--- src/hdl/lsm_consts.svh ---
// constants for the line signal monitor and transmit shaper control
`ifndef LSM_CONSTS_SVH
`define LSM_CONSTS_SVH
// ************************************************
// register offsets
// ************************************************
`define LSM_A_CFG 5'h00
`define LSM_A_CHIDX 5'h01
`define LSM_A_TCODE 5'h02
`define LSM_A_LOS_STAT 5'h03
`define LSM_A_LOS_LAT 5'h04
`define LSM_A_LOS_MASK 5'h05
`define LSM_A_DF_STAT 5'h06
`define LSM_A_DF_LAT 5'h07
`define LSM_A_DF_MASK 5'h08
`define LSM_A_MODE_STAT 5'h09
// ************************************************
// field positions, reset values and template codes
// ************************************************
`define LSM_CFG_SG_BIT 0
`define LSM_CFG_CRIT_LSB 1
`define LSM_CFG_RST 8'h00
`define LSM_MASK_RST 8'hFF
`define LSM_TMPL_RST 3'h0
`define LSM_TMPL_E1 3'h0
`define LSM_TMPL_T1_MIN 3'h3
// ************************************************
// loss of signal counts, in bit periods, and mark counts
// ************************************************
`define LSM_T1_ZRUN 12'h0AF
`define LSM_G775_ZRUN 12'h020
`define LSM_ETSI_ZRUN 12'h800
`define LSM_T1_MARKS 8'h10
`define LSM_E1_MARKS 8'h04
`define LSM_T1_ZLIM 12'h063
`define LSM_E1_ZLIM 12'h00F
`define LSM_T1_WIN 8'h80
`define LSM_E1_WIN 8'h20
`endif

--- src/hdl/lsm_pkg.sv ---
// types for the line signal monitor and transmit shaper control
package lsm_pkg;
   // loss of signal criterion
   typedef enum logic [1:0] {LSM_CRIT_T1 = 2'h0, LSM_CRIT_G775 = 2'h1, LSM_CRIT_ETSI = 2'h3} lsm_crit_t;
   // detector state
   typedef enum logic {LSM_LS_OK = 1'h0, LSM_LS_LOST = 1'h1} lsm_los_state_t;
endpackage : lsm_pkg

--- src/hdl/lsm_sync.sv ---
// two flip-flop synchroniser for a bus of independent levels
`timescale 1ns/1ps
module lsm_sync #(
   parameter int W = 8
) (
   // clock, reset, enable
   input wire logic ref_clk,
   input wire logic rst_b,
   input wire logic ce,
   // levels
   input wire logic [W-1:0] d,
   output logic [W-1:0] q
);
   logic [W-1:0] meta;
   // first stage feeds only the second
   always_ff @(posedge ref_clk or negedge rst_b)
   begin
      if (!rst_b)
      begin
         meta <= '0;
         q <= '0;
      end
      else if (ce)
      begin
         meta <= d;
         q <= meta;
      end
   end
endmodule : lsm_sync

--- src/hdl/lsm_los_det.sv ---
// loss of signal detector for one receive channel
`timescale 1ns/1ps
`include "lsm_consts.svh"
module lsm_los_det (
   // clock, reset, enable
   input wire logic ref_clk,
   input wire logic rst_b,
   input wire logic ce,
   // receive
   input wire logic bit_tick,
   input wire logic slice_any,
   input wire logic amp_low,
   input wire lsm_pkg::lsm_crit_t crit,
   // result
   output logic los
);
   logic mark_seen;
   logic mark_bit;
   logic [11:0] zero_run;
   logic [11:0] next_zero_run;
   logic [127:0] window;
   logic [7:0] cnt128;
   logic [7:0] cnt32;
   logic [7:0] guard;
   logic [11:0] thresh;
   logic [11:0] zlim;
   logic [7:0] need;
   logic [7:0] cnt_sel;
   logic [7:0] guard_len;
   lsm_pkg::lsm_los_state_t state;

   // criterion figures
   always_comb
   begin
      mark_bit = mark_seen | slice_any;
      next_zero_run = mark_bit ? 12'h000 : ((zero_run == 12'hFFF) ? zero_run : zero_run + 12'h001);
      case (crit)
         lsm_pkg::LSM_CRIT_T1:
         begin
            thresh = `LSM_T1_ZRUN;
            zlim = `LSM_T1_ZLIM;
            need = `LSM_T1_MARKS;
            cnt_sel = cnt128;
            guard_len = `LSM_T1_WIN;
         end
         lsm_pkg::LSM_CRIT_ETSI:
         begin
            thresh = `LSM_ETSI_ZRUN;
            zlim = `LSM_E1_ZLIM;
            need = `LSM_E1_MARKS;
            cnt_sel = cnt32;
            guard_len = `LSM_E1_WIN;
         end
         default:
         begin
            thresh = `LSM_G775_ZRUN;
            zlim = `LSM_E1_ZLIM;
            need = `LSM_E1_MARKS;
            cnt_sel = cnt32;
            guard_len = `LSM_E1_WIN;
         end
      endcase
   end

   // mark catch within one bit period
   always_ff @(posedge ref_clk or negedge rst_b)
   begin
      if (!rst_b)
         mark_seen <= 1'b0;
      else if (ce)
         mark_seen <= bit_tick ? 1'b0 : (mark_seen | slice_any);
   end

   // zero run, density window and long-run guard
   always_ff @(posedge ref_clk or negedge rst_b)
   begin
      if (!rst_b)
      begin
         zero_run <= 12'h000;
         window <= '0;
         cnt128 <= 8'h00;
         cnt32 <= 8'h00;
         guard <= 8'h00;
      end
      else if (ce && bit_tick)
      begin
         zero_run <= next_zero_run;
         window <= {window[126:0], mark_bit};
         cnt128 <= cnt128 + {7'h00, mark_bit} - {7'h00, window[127]};
         cnt32 <= cnt32 + {7'h00, mark_bit} - {7'h00, window[31]};
         if (next_zero_run > zlim)
            guard <= guard_len;
         else if (guard != 8'h00)
            guard <= guard - 8'h01;
      end
   end

   // declare and clear
   always_ff @(posedge ref_clk or negedge rst_b)
   begin
      if (!rst_b)
         state <= lsm_pkg::LSM_LS_OK;
      else if (ce)
      begin
         case (state)
            lsm_pkg::LSM_LS_OK:
               if (amp_low || (bit_tick && next_zero_run >= thresh))
                  state <= lsm_pkg::LSM_LS_LOST;
            lsm_pkg::LSM_LS_LOST:
               if (bit_tick && !amp_low && cnt_sel >= need && guard == 8'h00
                   && !(next_zero_run > zlim))
                  state <= lsm_pkg::LSM_LS_OK;
            default:
               state <= lsm_pkg::LSM_LS_OK;
         endcase
      end
   end

   assign los = (state == lsm_pkg::LSM_LS_LOST);
endmodule : lsm_los_det

--- src/hdl/lsm_top.sv ---
// eight channel line signal monitor, transmit latch and shaper control
// ************************************************
// ************************************************
`timescale 1ns/1ps
`include "lsm_consts.svh"
module lsm_top #(
   parameter int NCH = 8
) (
   // clock, reset, enable
   input wire logic ref_clk,
   input wire logic rst_b,
   input wire logic ce,
   // register port
   input wire logic [4:0] reg_addr,
   input wire logic [7:0] reg_wdata,
   input wire logic reg_wr,
   input wire logic reg_rd,
   output logic [7:0] reg_rdata,
   // mode pins
   input wire logic hw_mode_pin,
   input wire logic [2:0] template_code_pin,
   input wire logic mclk_present,
   // receive side from slicers
   input wire logic [NCH-1:0] pos_slice_in,
   input wire logic [NCH-1:0] neg_slice_in,
   input wire logic [NCH-1:0] rx_bit_clk,
   input wire logic [NCH-1:0] amp_low_in,
   // receive side to framer
   output logic [NCH-1:0] pos_slice_out,
   output logic [NCH-1:0] neg_slice_out,
   output logic [NCH-1:0] rail_xor_out,
   output logic [NCH-1:0] no_signal_pin,
   // transmit side
   input wire logic [NCH-1:0] tx_line_clock,
   input wire logic [NCH-1:0] tx_pos_rail,
   input wire logic [NCH-1:0] tx_neg_rail,
   output logic [NCH-1:0] line_drive_pos,
   output logic [NCH-1:0] line_drive_neg,
   // shaper control
   output logic [NCH-1:0][2:0] template_sel,
   output logic shaper_bypass,
   // driver fault
   input wire logic [NCH-1:0] driver_fault_monitor,
   output logic short_guard_enable,
   output logic int_b
);
   localparam int SW = 5 + 8 * NCH;
   logic [SW-1:0] sync_q;
   logic hw_s;
   logic [2:0] code_s;
   logic mclk_s;
   logic [NCH-1:0] pos_s, neg_s, rxclk_s, amp_s, txclk_s, txp_s, txn_s, short_s;
   logic [NCH-1:0] rxclk_d, txclk_d, tx_fall, det_los;
   logic [7:0] global_config, template_chan_index;
   logic [NCH-1:0] los_latched, los_mask;
   logic [NCH-1:0] driver_fault_status, driver_fault_latched, driver_fault_mask;
   logic [NCH-1:0] los_clr, df_clr;
   logic [7:0] rd_mux;
   lsm_pkg::lsm_crit_t crit;

   // a template code outside the reserved pair
   function automatic logic tmpl_ok(input logic [2:0] code);
      tmpl_ok = (code == `LSM_TMPL_E1) || (code >= `LSM_TMPL_T1_MIN);
   endfunction : tmpl_ok

   // width fit of a channel vector onto the data bus
   function automatic logic [7:0] to_byte(input logic [NCH-1:0] v);
      to_byte = 8'(v);
   endfunction : to_byte

   // ************************************************
   // input synchronisers
   // ************************************************
   lsm_sync #(.W(SW)) u_sync (
      .ref_clk(ref_clk),
      .rst_b(rst_b),
      .ce(ce),
      .d({hw_mode_pin, template_code_pin, mclk_present, amp_low_in, rx_bit_clk, driver_fault_monitor,
          tx_neg_rail, tx_pos_rail, tx_line_clock, neg_slice_in, pos_slice_in}),
      .q(sync_q)
   );

   // unpack synchronised levels
   assign {hw_s, code_s, mclk_s, amp_s, rxclk_s, short_s, txn_s, txp_s, txclk_s, neg_s, pos_s} = sync_q;

   // edge history for bit and transmit clocks
   always_ff @(posedge ref_clk or negedge rst_b)
   begin
      if (!rst_b)
      begin
         rxclk_d <= '0;
         txclk_d <= '0;
      end
      else if (ce)
      begin
         rxclk_d <= rxclk_s;
         txclk_d <= txclk_s;
      end
   end

   assign tx_fall = txclk_d & ~txclk_s;

   // ************************************************
   // receive path
   // ************************************************
   // slice pass-through and xor clock, never squelched
   always_ff @(posedge ref_clk or negedge rst_b)
   begin
      if (!rst_b)
      begin
         pos_slice_out <= '0;
         neg_slice_out <= '0;
         rail_xor_out <= '0;
      end
      else if (ce)
      begin
         pos_slice_out <= pos_s;
         neg_slice_out <= neg_s;
         rail_xor_out <= pos_s ^ neg_s;
      end
   end

   // criterion: host from config, hardware from template family
   always_comb
   begin
      if (hw_s)
         crit = (code_s == `LSM_TMPL_E1) ? lsm_pkg::LSM_CRIT_G775 : lsm_pkg::LSM_CRIT_T1;
      else
      begin
         case (global_config[`LSM_CFG_CRIT_LSB +: 2])
            2'h0: crit = lsm_pkg::LSM_CRIT_T1;
            2'h2: crit = lsm_pkg::LSM_CRIT_ETSI;
            default: crit = lsm_pkg::LSM_CRIT_G775;
         endcase
      end
   end

   // one detector per channel
   for (genvar i = 0; i < NCH; i++)
   begin : g_det
      lsm_los_det u_det (
         .ref_clk(ref_clk),
         .rst_b(rst_b),
         .ce(ce),
         .bit_tick(rxclk_s[i] & ~rxclk_d[i]),
         .slice_any(pos_s[i] | neg_s[i]),
         .amp_low(amp_s[i]),
         .crit(crit),
         .los(det_los[i])
      );
   end

   // clear strobes, write one to clear
   assign los_clr = (reg_wr && reg_addr == `LSM_A_LOS_LAT) ? NCH'(reg_wdata) : '0;
   assign df_clr = (reg_wr && reg_addr == `LSM_A_DF_LAT) ? NCH'(reg_wdata) : '0;

   // loss status pin and sticky change latch, set beats clear
   always_ff @(posedge ref_clk or negedge rst_b)
   begin
      if (!rst_b)
      begin
         no_signal_pin <= '0;
         los_latched <= '0;
      end
      else if (ce)
      begin
         no_signal_pin <= det_los;
         los_latched <= (los_latched & ~los_clr) | (det_los ^ no_signal_pin);
      end
   end

   // ************************************************
   // transmit path
   // ************************************************
   // rails captured on falling transmit clock edge
   always_ff @(posedge ref_clk or negedge rst_b)
   begin
      if (!rst_b)
      begin
         line_drive_pos <= '0;
         line_drive_neg <= '0;
      end
      else if (ce)
      begin
         line_drive_pos <= (line_drive_pos & ~tx_fall) | (txp_s & tx_fall);
         line_drive_neg <= (line_drive_neg & ~tx_fall) | (txn_s & tx_fall);
      end
   end

   // template selection, reserved codes ignored
   always_ff @(posedge ref_clk or negedge rst_b)
   begin
      if (!rst_b)
         template_sel <= {NCH{`LSM_TMPL_RST}};
      else if (ce)
      begin
         if (hw_s)
         begin
            if (tmpl_ok(code_s))
               template_sel <= {NCH{code_s}};
         end
         else if (reg_wr && reg_addr == `LSM_A_TCODE && tmpl_ok(reg_wdata[2:0]))
            template_sel[template_chan_index[2:0]] <= reg_wdata[2:0];
      end
   end

   // shaper bypass set while the reference clock is absent
   always_ff @(posedge ref_clk or negedge rst_b)
   begin
      if (!rst_b)
         shaper_bypass <= 1'b1;
      else if (ce)
         shaper_bypass <= ~mclk_s;
   end

   // ************************************************
   // driver fault
   // ************************************************
   // status follows monitor, latch sticky, both gated by guard
   always_ff @(posedge ref_clk or negedge rst_b)
   begin
      if (!rst_b)
      begin
         driver_fault_status <= '0;
         driver_fault_latched <= '0;
      end
      else if (ce)
      begin
         if (!short_guard_enable)
         begin
            driver_fault_status <= '0;
            driver_fault_latched <= '0;
         end
         else
         begin
            driver_fault_status <= short_s;
            driver_fault_latched <= (driver_fault_latched & ~df_clr) | short_s;
         end
      end
   end

   // masked interrupt, active low
   always_ff @(posedge ref_clk or negedge rst_b)
   begin
      if (!rst_b)
         int_b <= 1'b1;
      else if (ce)
         int_b <= ~(|(los_latched & ~los_mask) | |(driver_fault_latched & ~driver_fault_mask));
   end

   // ************************************************
   // register port
   // ************************************************
   // writable registers
   always_ff @(posedge ref_clk or negedge rst_b)
   begin
      if (!rst_b)
      begin
         global_config <= `LSM_CFG_RST;
         template_chan_index <= 8'h00;
         los_mask <= NCH'(`LSM_MASK_RST);
         driver_fault_mask <= NCH'(`LSM_MASK_RST);
         short_guard_enable <= 1'b0;
      end
      else if (ce && reg_wr)
      begin
         case (reg_addr)
            `LSM_A_CFG:
            begin
               global_config <= {5'h00, reg_wdata[2:0]};
               short_guard_enable <= reg_wdata[`LSM_CFG_SG_BIT];
            end
            `LSM_A_CHIDX: template_chan_index <= {5'h00, reg_wdata[2:0]};
            `LSM_A_LOS_MASK: los_mask <= NCH'(reg_wdata);
            `LSM_A_DF_MASK:
               if (short_guard_enable)
                  driver_fault_mask <= NCH'(reg_wdata);
            default: ;
         endcase
      end
   end

   // read selection
   always_comb
   begin
      case (reg_addr)
         `LSM_A_CFG: rd_mux = global_config;
         `LSM_A_CHIDX: rd_mux = template_chan_index;
         `LSM_A_TCODE: rd_mux = {5'h00, template_sel[template_chan_index[2:0]]};
         `LSM_A_LOS_STAT: rd_mux = to_byte(no_signal_pin);
         `LSM_A_LOS_LAT: rd_mux = to_byte(los_latched);
         `LSM_A_LOS_MASK: rd_mux = to_byte(los_mask);
         `LSM_A_DF_STAT: rd_mux = to_byte(driver_fault_status);
         `LSM_A_DF_LAT: rd_mux = to_byte(driver_fault_latched);
         `LSM_A_DF_MASK: rd_mux = short_guard_enable ? to_byte(driver_fault_mask) : 8'h00;
         `LSM_A_MODE_STAT: rd_mux = {6'h00, hw_s, shaper_bypass};
         default: rd_mux = 8'h00;
      endcase
   end

   // read data stands one cycle after the strobe
   always_ff @(posedge ref_clk or negedge rst_b)
   begin
      if (!rst_b)
         reg_rdata <= 8'h00;
      else if (ce)
         reg_rdata <= reg_rd ? rd_mux : 8'h00;
   end
endmodule : lsm_top

--- config.mk ---
export PLATFORM = sky130hd
export DESIGN_NAME = lsm_top
export DESIGN_NICKNAME = d
export VERILOG_FILES = /design/src/hdl/lsm_pkg.sv /design/src/hdl/lsm_sync.sv /design/src/hdl/lsm_los_det.sv /design/src/hdl/lsm_top.sv
export VERILOG_INCLUDE_DIRS = /design/src /design/src/hdl
export SDC_FILE = /design/constraint.sdc
export NUM_CORES = 2
export LEC_CHECK = 0
export BUFFER_PORTS_ARGS = -buffer_cell sky130_fd_sc_hd__buf_2
export CORE_MARGIN = 1
export CORE_UTILIZATION = 40
export CTS_BUF_LIST = sky130_fd_sc_hd__clkbuf_4
export CTS_CLUSTER_SIZE = 30
export DETAILED_ROUTE_END_ITERATION = 12
export PLACE_DENSITY = 0.52
export SYNTH_ARGS = -nofsm -noshare
export SYNTH_HDL_FRONTEND = slang
export SYNTH_SLANG_ARGS = --single-unit
--- constraint.sdc ---
create_clock -name ref_clk -period 6.2 [get_ports ref_clk]
set_clock_uncertainty 0.1 [all_clocks]
set_input_delay 0.31 -clock ref_clk [delete_from_list [all_inputs] [get_ports ref_clk]]
set_output_delay 0.31 -clock ref_clk [all_outputs]
set_load 0.02 [all_outputs]
# Word-level counts from Yosys, hierarchy flattened
# Index checks and enable logic that the tools add are counted.
[word_totals] regBits=1611 input_bits=87 output_inout_bits=83 elab_cells=464
[classes] add_sub_neg=48 order_cmp=28 n_eq_ne=20 muxes=94 bitwise=64 reduce_logical=125
[op_table] cell="$mux W8" count=31
[op_table] cell="$mux W12" count=16
[op_table] cell="$add A8 B1 Y8" count=16
[op_table] cell="$sub A8 B1 Y8" count=16
[op_table] cell="$add A12 B1 Y12 const B" count=8
[op_table] cell="$eq A12 B12 Y1 const B" count=8
[op_table] cell="$ge A12 B12 Y1" count=8
[op_table] cell="$pmux W8 S10" count=1
[op_table] cell="$and A8 B8 Y8" count=9
[op_table] cell="$mux W24" count=3
[op_table] cell="$logic_not A8 Y1" count=8
[op_table] cell="$reduce_bool A8 Y1" count=8
[op_table] cell="$sub A8 B1 Y8 const B" count=8
[op_table] cell="$gt A12 B12 Y1" count=5
[op_table] cell="$logic_and A1 B1 Y1" count=54
[op_table] cell="$not A8 Y8" count=6
[op_table] cell="$ge A8 B8 Y1" count=5
[op_table] cell="$gt A12 B7 Y1" count=3
[op_table] cell="$or A8 B8 Y8" count=4
[op_table] cell="$mux W1" count=25
[op_table] cell="$bwmux W24" count=1
[op_table] cell="$ge A8 B5 Y1" count=3
[op_table] cell="$pmux W12 S2" count=1
[op_table] cell="$reduce_and A2 Y1" count=11
[op_table] cell="29 further kinds" count=121

# Logic depth before layout (Yosys ltp)
[logic_depth] word_depth=11 ltp_mapped=17 depth_no_buf=16

# Hierarchy
# Synthesis repeated with hierarchy kept, for this count alone.
[unflattened] cells_unflattened=7974 hier_area_um2=73960.9
[by_module_without_submodules] mod="lsm_los_det at g_det[0].u_det ..." instances=3 cells_each=887 area_per_inst_um2=7793.7 seq_area_each_um2=4154.0
[by_module_without_submodules] mod="lsm_los_det at g_det[2].u_det ..." instances=3 cells_each=888 area_per_inst_um2=7694.9 seq_area_each_um2=4154.0
[by_module_without_submodules] mod="lsm_los_det at g_det[4].u_det" instances=1 cells_each=894 area_per_inst_um2=7738.7 seq_area_each_um2=4154.0
[by_module_without_submodules] mod="lsm_los_det at g_det[7].u_det" instances=1 cells_each=882 area_per_inst_um2=7678.6 seq_area_each_um2=4154.0
[by_module_without_submodules] mod="lsm_top" instances=1 cells_each=582 area_per_inst_um2=6907.9 seq_area_each_um2=3626.0
[by_module_without_submodules] mod="lsm_sync" instances=1 cells_each=291 area_per_inst_um2=5170.0 seq_area_each_um2=3453.3

# Worst setup path after synthesis
# No wires, ideal clock.
[synth_path] path_type="reg-to-reg" from="register u_sync.q[65]" to="register g_det[2].u_det.guard[7]" setup_ns=0.071 arrival_time_ns=4.842 required_time_ns=6.029 setup_slack_ns=1.187 stages_incl_launch_ff=13 path_buffers=1 synth_period_minus_slack_ns=5.013 path_cell_list="dfrtp_1 > o31ai_1 > o31a_1 > clkbuf_1 > ha_1 > or4bb_1 > nor4b_1 > mux2i_1 > a31oi_1 > nand4bb_1 > or3_1 > or4_1 > nand3_1"
[synth_between] elab_chain_len=8 word_cells_on_any_way=10 classes_between="order compare (1); mux (5); reduce/logical (4)"
[synth_lines] element="start, declared" line="lsm_sync.sv:12" rtl="output logic [W-1:0] q"
[synth_lines] element="start signal, assigned" line="lsm_sync.sv:26" rtl="q <= meta;"
[synth_lines] element="$logic_not A3 Y1 (no source line) *"
[synth_lines] element="$mux W1 *" line="lsm_top.sv:127" rtl="crit = (code_s == `LSM_TMPL_E1) ? lsm_pkg::LSM_CRIT_G775 : lsm_pkg::LSM_CRIT_T1;"
[synth_lines] element="$mux W2 *" line="lsm_top.sv:126" rtl="if (hw_s)"
[synth_lines] element="$logic_not A2 Y1 *" line="lsm_los_det.sv:37" rtl="case (crit)"
[synth_lines] element="$mux W7" line="lsm_los_det.sv:37"
[synth_lines] element="$gt A12 B12 Y1" line="lsm_los_det.sv:91" rtl="if (next_zero_run > zlim)"
[synth_lines] element="$reduce_bool A2 Y1 (no source line)"
[synth_lines] element="$reduce_and A2 Y1 (no source line)"
[synth_lines] element="end signal, assigned" line="lsm_los_det.sv:92" rtl="guard <= guard_len;"
[synth_lines] element="end signal, assigned" line="lsm_los_det.sv:94" rtl="guard <= guard - 8'h01;"
[synth_lines] element="end, declared" line="lsm_los_det.sv:24" rtl="logic [7:0] guard;"
# Mark *: on every way between the ends. The rest lies on a longest branch, timed or not.
# A chain may end at the register's enable or synchronous reset.

# Worst setup path in the final report
[layout_path] from="register g_det[2].u_det.zero_run[0]" to="register g_det[2].u_det.guard[7]"
[layout_between] elab_chain_len=6 word_cells_on_any_way=8 classes_between="add/sub (1); order compare (1); eq/ne (1); mux (3); reduce/logical (2)"
[layout_lines] element="start, declared" line="lsm_los_det.sv:19" rtl="logic [11:0] zero_run;"
[layout_lines] element="start signal, assigned" line="lsm_los_det.sv:87" rtl="zero_run <= next_zero_run;"
[layout_lines] element="$add A12 B1 Y12 or $eq A12 B12 Y1 (tied branches)" line="lsm_los_det.sv:36" rtl="next_zero_run = mark_bit ? 12'h000 : ((zero_run == 12'hFFF) ? zero_run : zero_run + 12'h001);"
[layout_lines] element="$mux W12 * (2 in series)" line="lsm_los_det.sv:36"
[layout_lines] element="via g_det[2].u_det.next_zero_run[3]" line="lsm_los_det.sv:20" rtl="logic [11:0] next_zero_run;"
[layout_lines] element="$gt A12 B12 Y1 *" line="lsm_los_det.sv:91"
[layout_lines] element="$reduce_bool A2 Y1 (no source line)"
[layout_lines] element="$reduce_and A2 Y1 (no source line)"
# Mark *: on every way through the listed nets, which the timed path passes. The rest lies on a longest branch.

==> results_tabular.tex <==
\begin{tabular}{lr}
\hline
Metric & Value \\
\hline
\multicolumn{2}{l}{\textbf{Timing}} \\
Total negative setup slack & 0 ns \\
Count of endpoints failing hold in the final timing report & 0 \\
Setup repair after global routing missed its margin & no \\
Final setup violating endpoints & 0 \\
Max-slew headroom at the worst pin & 20.9\% \\
Max Fclk & 197 MHz \\
Final period util & 81.7\% \\
Total count of max-transition violations in the final report & 0 \\
Actual slew at the worst max-slew pin & 1.19 ns \\
Min cycle time layout & 5.07 ns \\
\multicolumn{2}{l}{\textbf{Placed design}} \\
GP Congestion & 0.810 \\
Cell Count Post-Placement & 10200 \\
Detail Placement HPWL & 91800 um \\
IO Port Bufs & 169 \\
\multicolumn{2}{l}{\textbf{Synthesis}} \\
Area leader, netlist & dfrtp\_1 \\
Ranking of synthesized cells by instance count & nand2\_1, dfrtp\_1, clkbuf\_1 \\
Top flip-flop cell by instance count after synthesis & dfrtp\_1 \\
Leading cell types by total area after synthesis & dfrtp\_1, nand2\_1, ha\_1 \\
Most numerous cell in the Yosys netlist & nand2\_1 \\
Share of the synthesized area in the top cell type & 54.9\% \\
Synth warnings & 0 \\
Synthesized Nets & 8329 \\
Number of enable-type register cells in the synthesized netlist & 0 \\
Sequential cell area fraction in the yosys report & 55.5\% \\
Post-synthesis cell type count & 88 \\
Count of mapped cells out of synthesis & 7977 \\
Async set-reset flop share out of synthesis & 100\% \\
Post-Syn Area per Cell & 9.10 um\^{}2 \\
Post-Synthesis Cell Area & 0.0726 mm\^{}2 \\
Flip-flop and latch count after synthesis & 1610 \\
\multicolumn{2}{l}{\textbf{Global routing}} \\
Wire length of the first global-routing pass & 271000 um \\
Maximum number of pins on one net before global-route repair & 171 \\
Initial antenna violation count & 3 \\
Congestion Overflow GR & 0 \\
Overall global routing resource usage & 17.5\% \\
Via count of the first global-routing pass & 54100 \\
\multicolumn{2}{l}{\textbf{Floorplanning}} \\
Area of the core region & 0.181 mm\^{}2 \\
Die H & 428 um \\
Initial core utilization & 40.2\% \\
Chip width & 428 um \\
Number of primary I/O pins & 170 \\
Area of the die & 0.183 mm\^{}2 \\
Total number of placement rows & 156 \\
\multicolumn{2}{l}{\textbf{Setup path}} \\
WP data arrival & 6.25 ns \\
Data required time at the worst endpoint & 7.39 ns \\
Type of element capturing the critical path & flop \\
Chain of cells forming the critical path & ha\_1 -> nand3\_1 -> nor3\_4 -> nor2\_1 -> nand2\_1 -> xor2\_1 -> nor2\_1 -> ha\_1 -> or4bb\_1 -> nor4b\_1 -> mux2i\_1 -> a31oi\_1 -> nand4bb\_1 -> or3\_1 -> or4\_1 -> nand3\_1 \\
Startpoint class of the critical path & flop \\
Delay contributed by the slowest stage of the critical path & 0.55 ns \\
Crit path kind & flop to flop \\
Cell family contributing the most delay on the critical path & simple AND/OR/NAND/NOR gates \\
Max stage delay cell, worst path & or3\_1 \\
Critical path buffers and inverters & 0 \\
Maximum fanout count along the critical path & 12 \\
\multicolumn{2}{l}{\textbf{Route}} \\
DRC violation count after routing & 0 \\
Detailed router's first-iteration violation count & 3522 \\
Via density per instance & 4.87 \\
Number of iterations in the first detailed-routing pass & 6 \\
Number of nets still failing antenna checks after routing & 0 \\
Wire per inst & 14.1 um \\
Total Routed Length & 158000 um \\
Via Count & 54500 \\
\multicolumn{2}{l}{\textbf{Power and ir drop}} \\
Leak Pwr & 43.6 nW \\
Power density over the cells & 348 mW/mm\^{}2 \\
Peak VDD IR & 0.000136 V \\
\multicolumn{2}{l}{\textbf{Status}} \\
Status & completed \\
\multicolumn{2}{l}{\textbf{Cells and area}} \\
Layout area overhead & 15.2\% \\
Share of layout cells above drive strength 1 & 13.5\% \\
Final-stage net count & 8856 \\
Number of filler cells placed in the layout & 17500 \\
Non-filler cells in the finished layout & 11200 \\
\multicolumn{2}{l}{\textbf{Clocking}} \\
Post-CTS clock slew at the launch and capture registers of the worst setup and hold paths & 0.06 ns \\
Total number of H-tree levels & 5 \\
Maximum clock insertion buffer count & 4 \\
Sink Count & 1610 \\
Buffer type at the clock tree root & clkbuf\_4 \\
Worst skew pair latency & 1.37 ns \\
CTS Buf Count & 448 \\
Clock tree from TritonCTS & built \\
\multicolumn{2}{l}{\textbf{Min path}} \\
Type of the most critical hold path & input pin to flop \\
\multicolumn{2}{l}{\textbf{Run}} \\
Max-capacitance violation count & 0 \\
\hline
\end{tabular}
metal layers:
layer	GRT usage [%]	share of wire, %
met2	27.4	45
met1	23.7	48
met4	7.49	3.3
met3	3.32	3.9
met5	0	0
registers in the layout (all words and copies together) (netlist names), 24 cells and up, named ones only:
| name | count |
|---|---|
| u_sync.meta | 69 |
| g_det.u_det.guard | 64 |
| u_sync.q | 69 |
| template_sel | 24 |
| g_det.u_det.cnt128 | 64 |
| g_det.u_det.window | 1024 |
| g_det.u_det.cnt32 | 64 |
| g_det.u_det.zero_run | 96 |
tightest hold or removal path: cells and delay by family:
kind | cells | cell delay (ns)
muxes | 1 | 0.14
buffers and inverters | 3 | 1.17
metrics by stage:
stage / hold WS [ns] / util (%) / total power, mW / setup WS [ns] / area (um^2)
2_1_floorplan: -0.0856 / - / 17.9 / 1.19 / 72600
3_3_place_gp: 0.297 / 42.0 / 19.6 / 1.25 / 75800
3_5_place_dp: 0.311 / 42.0 / 19.7 / 1.21 / 75800
4_1_cts: 0.00747 / 46.3 / 29.7 / 1.18 / 83600
5_1_grt: 0.0915 / 46.3 / 31.4 / 0.753 / 83600
6_report: 0.211 / 46.3 / 29.1 / 1.13 / 83600
cell families after synthesis:
logic type	share of synthesized area, %
and+or+nand+nor	23.2
DFF	55.5
AOI/OAI and AO/OA	7.51
buffers and inverters	3.46
adders and majority gates	4.73
muxes	3.67
xor gates and xnor gates	1.89
power by group:
group / leakage, nW / switching [mW] / internal [mW] / total, mW
Combinational: 18.8 / 3.90 / 3.05 / 6.95
Sequential: 21.4 / 1.02 / 11.7 / 12.7
Clock: 3.31 / 4.43 / 5.05 / 9.49
path summary, 6_finish.rpt:
check | slack (ns) | cells after the start | startpoint | endpoint
max | 1.13 | 16 | g_det[2].u_det.zero_run[0] | g_det[2].u_det.guard[7]
min in group asynchronous | 0.28 | 4 | rst_b | g_det[2].u_det.cnt128[0]
max reg2reg | 1.13 | 16 | g_det[2].u_det.zero_run[0] | g_det[2].u_det.guard[7]
max in group asynchronous | 4.85 | 4 | rst_b | g_det[3].u_det.cnt32[2]
min | 0.21 | 4 | rx_bit_clk[2] | u_sync.meta[50]
min reg2reg | 0.31 | 2 | g_det[7].u_det.window[96] | g_det[7].u_det.window[97]
repair_timing:
action | 4_1_cts | 5_1_grt
hold buffers | 231 | 0
resized for setup | 0 | 0
hold endpoints to repair | 2607 | 0
buffers inserted | 0 | 0
layout by cell type (no fill, tap or decap), types with 63 or more instances in the layout:
master and count:
a21oi_1 151, buf_2 167, clkbuf_4 678, clkinv_1 78, dfrtp_1 1592, dlygate4sd3_1 229
ha_1 249, inv_1 280, mux2_2 208, nand2_1 3516, nand3_1 65, nor2_1 200
nor3_1 63, o21ai_0 322, xnor2_1 81, xor2_1 76
area by class of cell:
cell class | instances | area (um^2) | share of cell area, %
Inverter | 282 | 1060 | 1.27
Antenna cell | 7 | 17.5 | 0.0209
Clock buffer | 678 | 5090 | 6.09
Timing Repair Buffer | 461 | 3800 | 4.54
Tap cell | 2370 | 2970 | 3.55
Sequential cell | 1610 | 40300 | 48.2
Multi-Input combinational cell | 5701 | 30000 | 35.8
Clock inverter | 90 | 432 | 0.516
No activity file was read; power rests on OpenSTA's default activity.
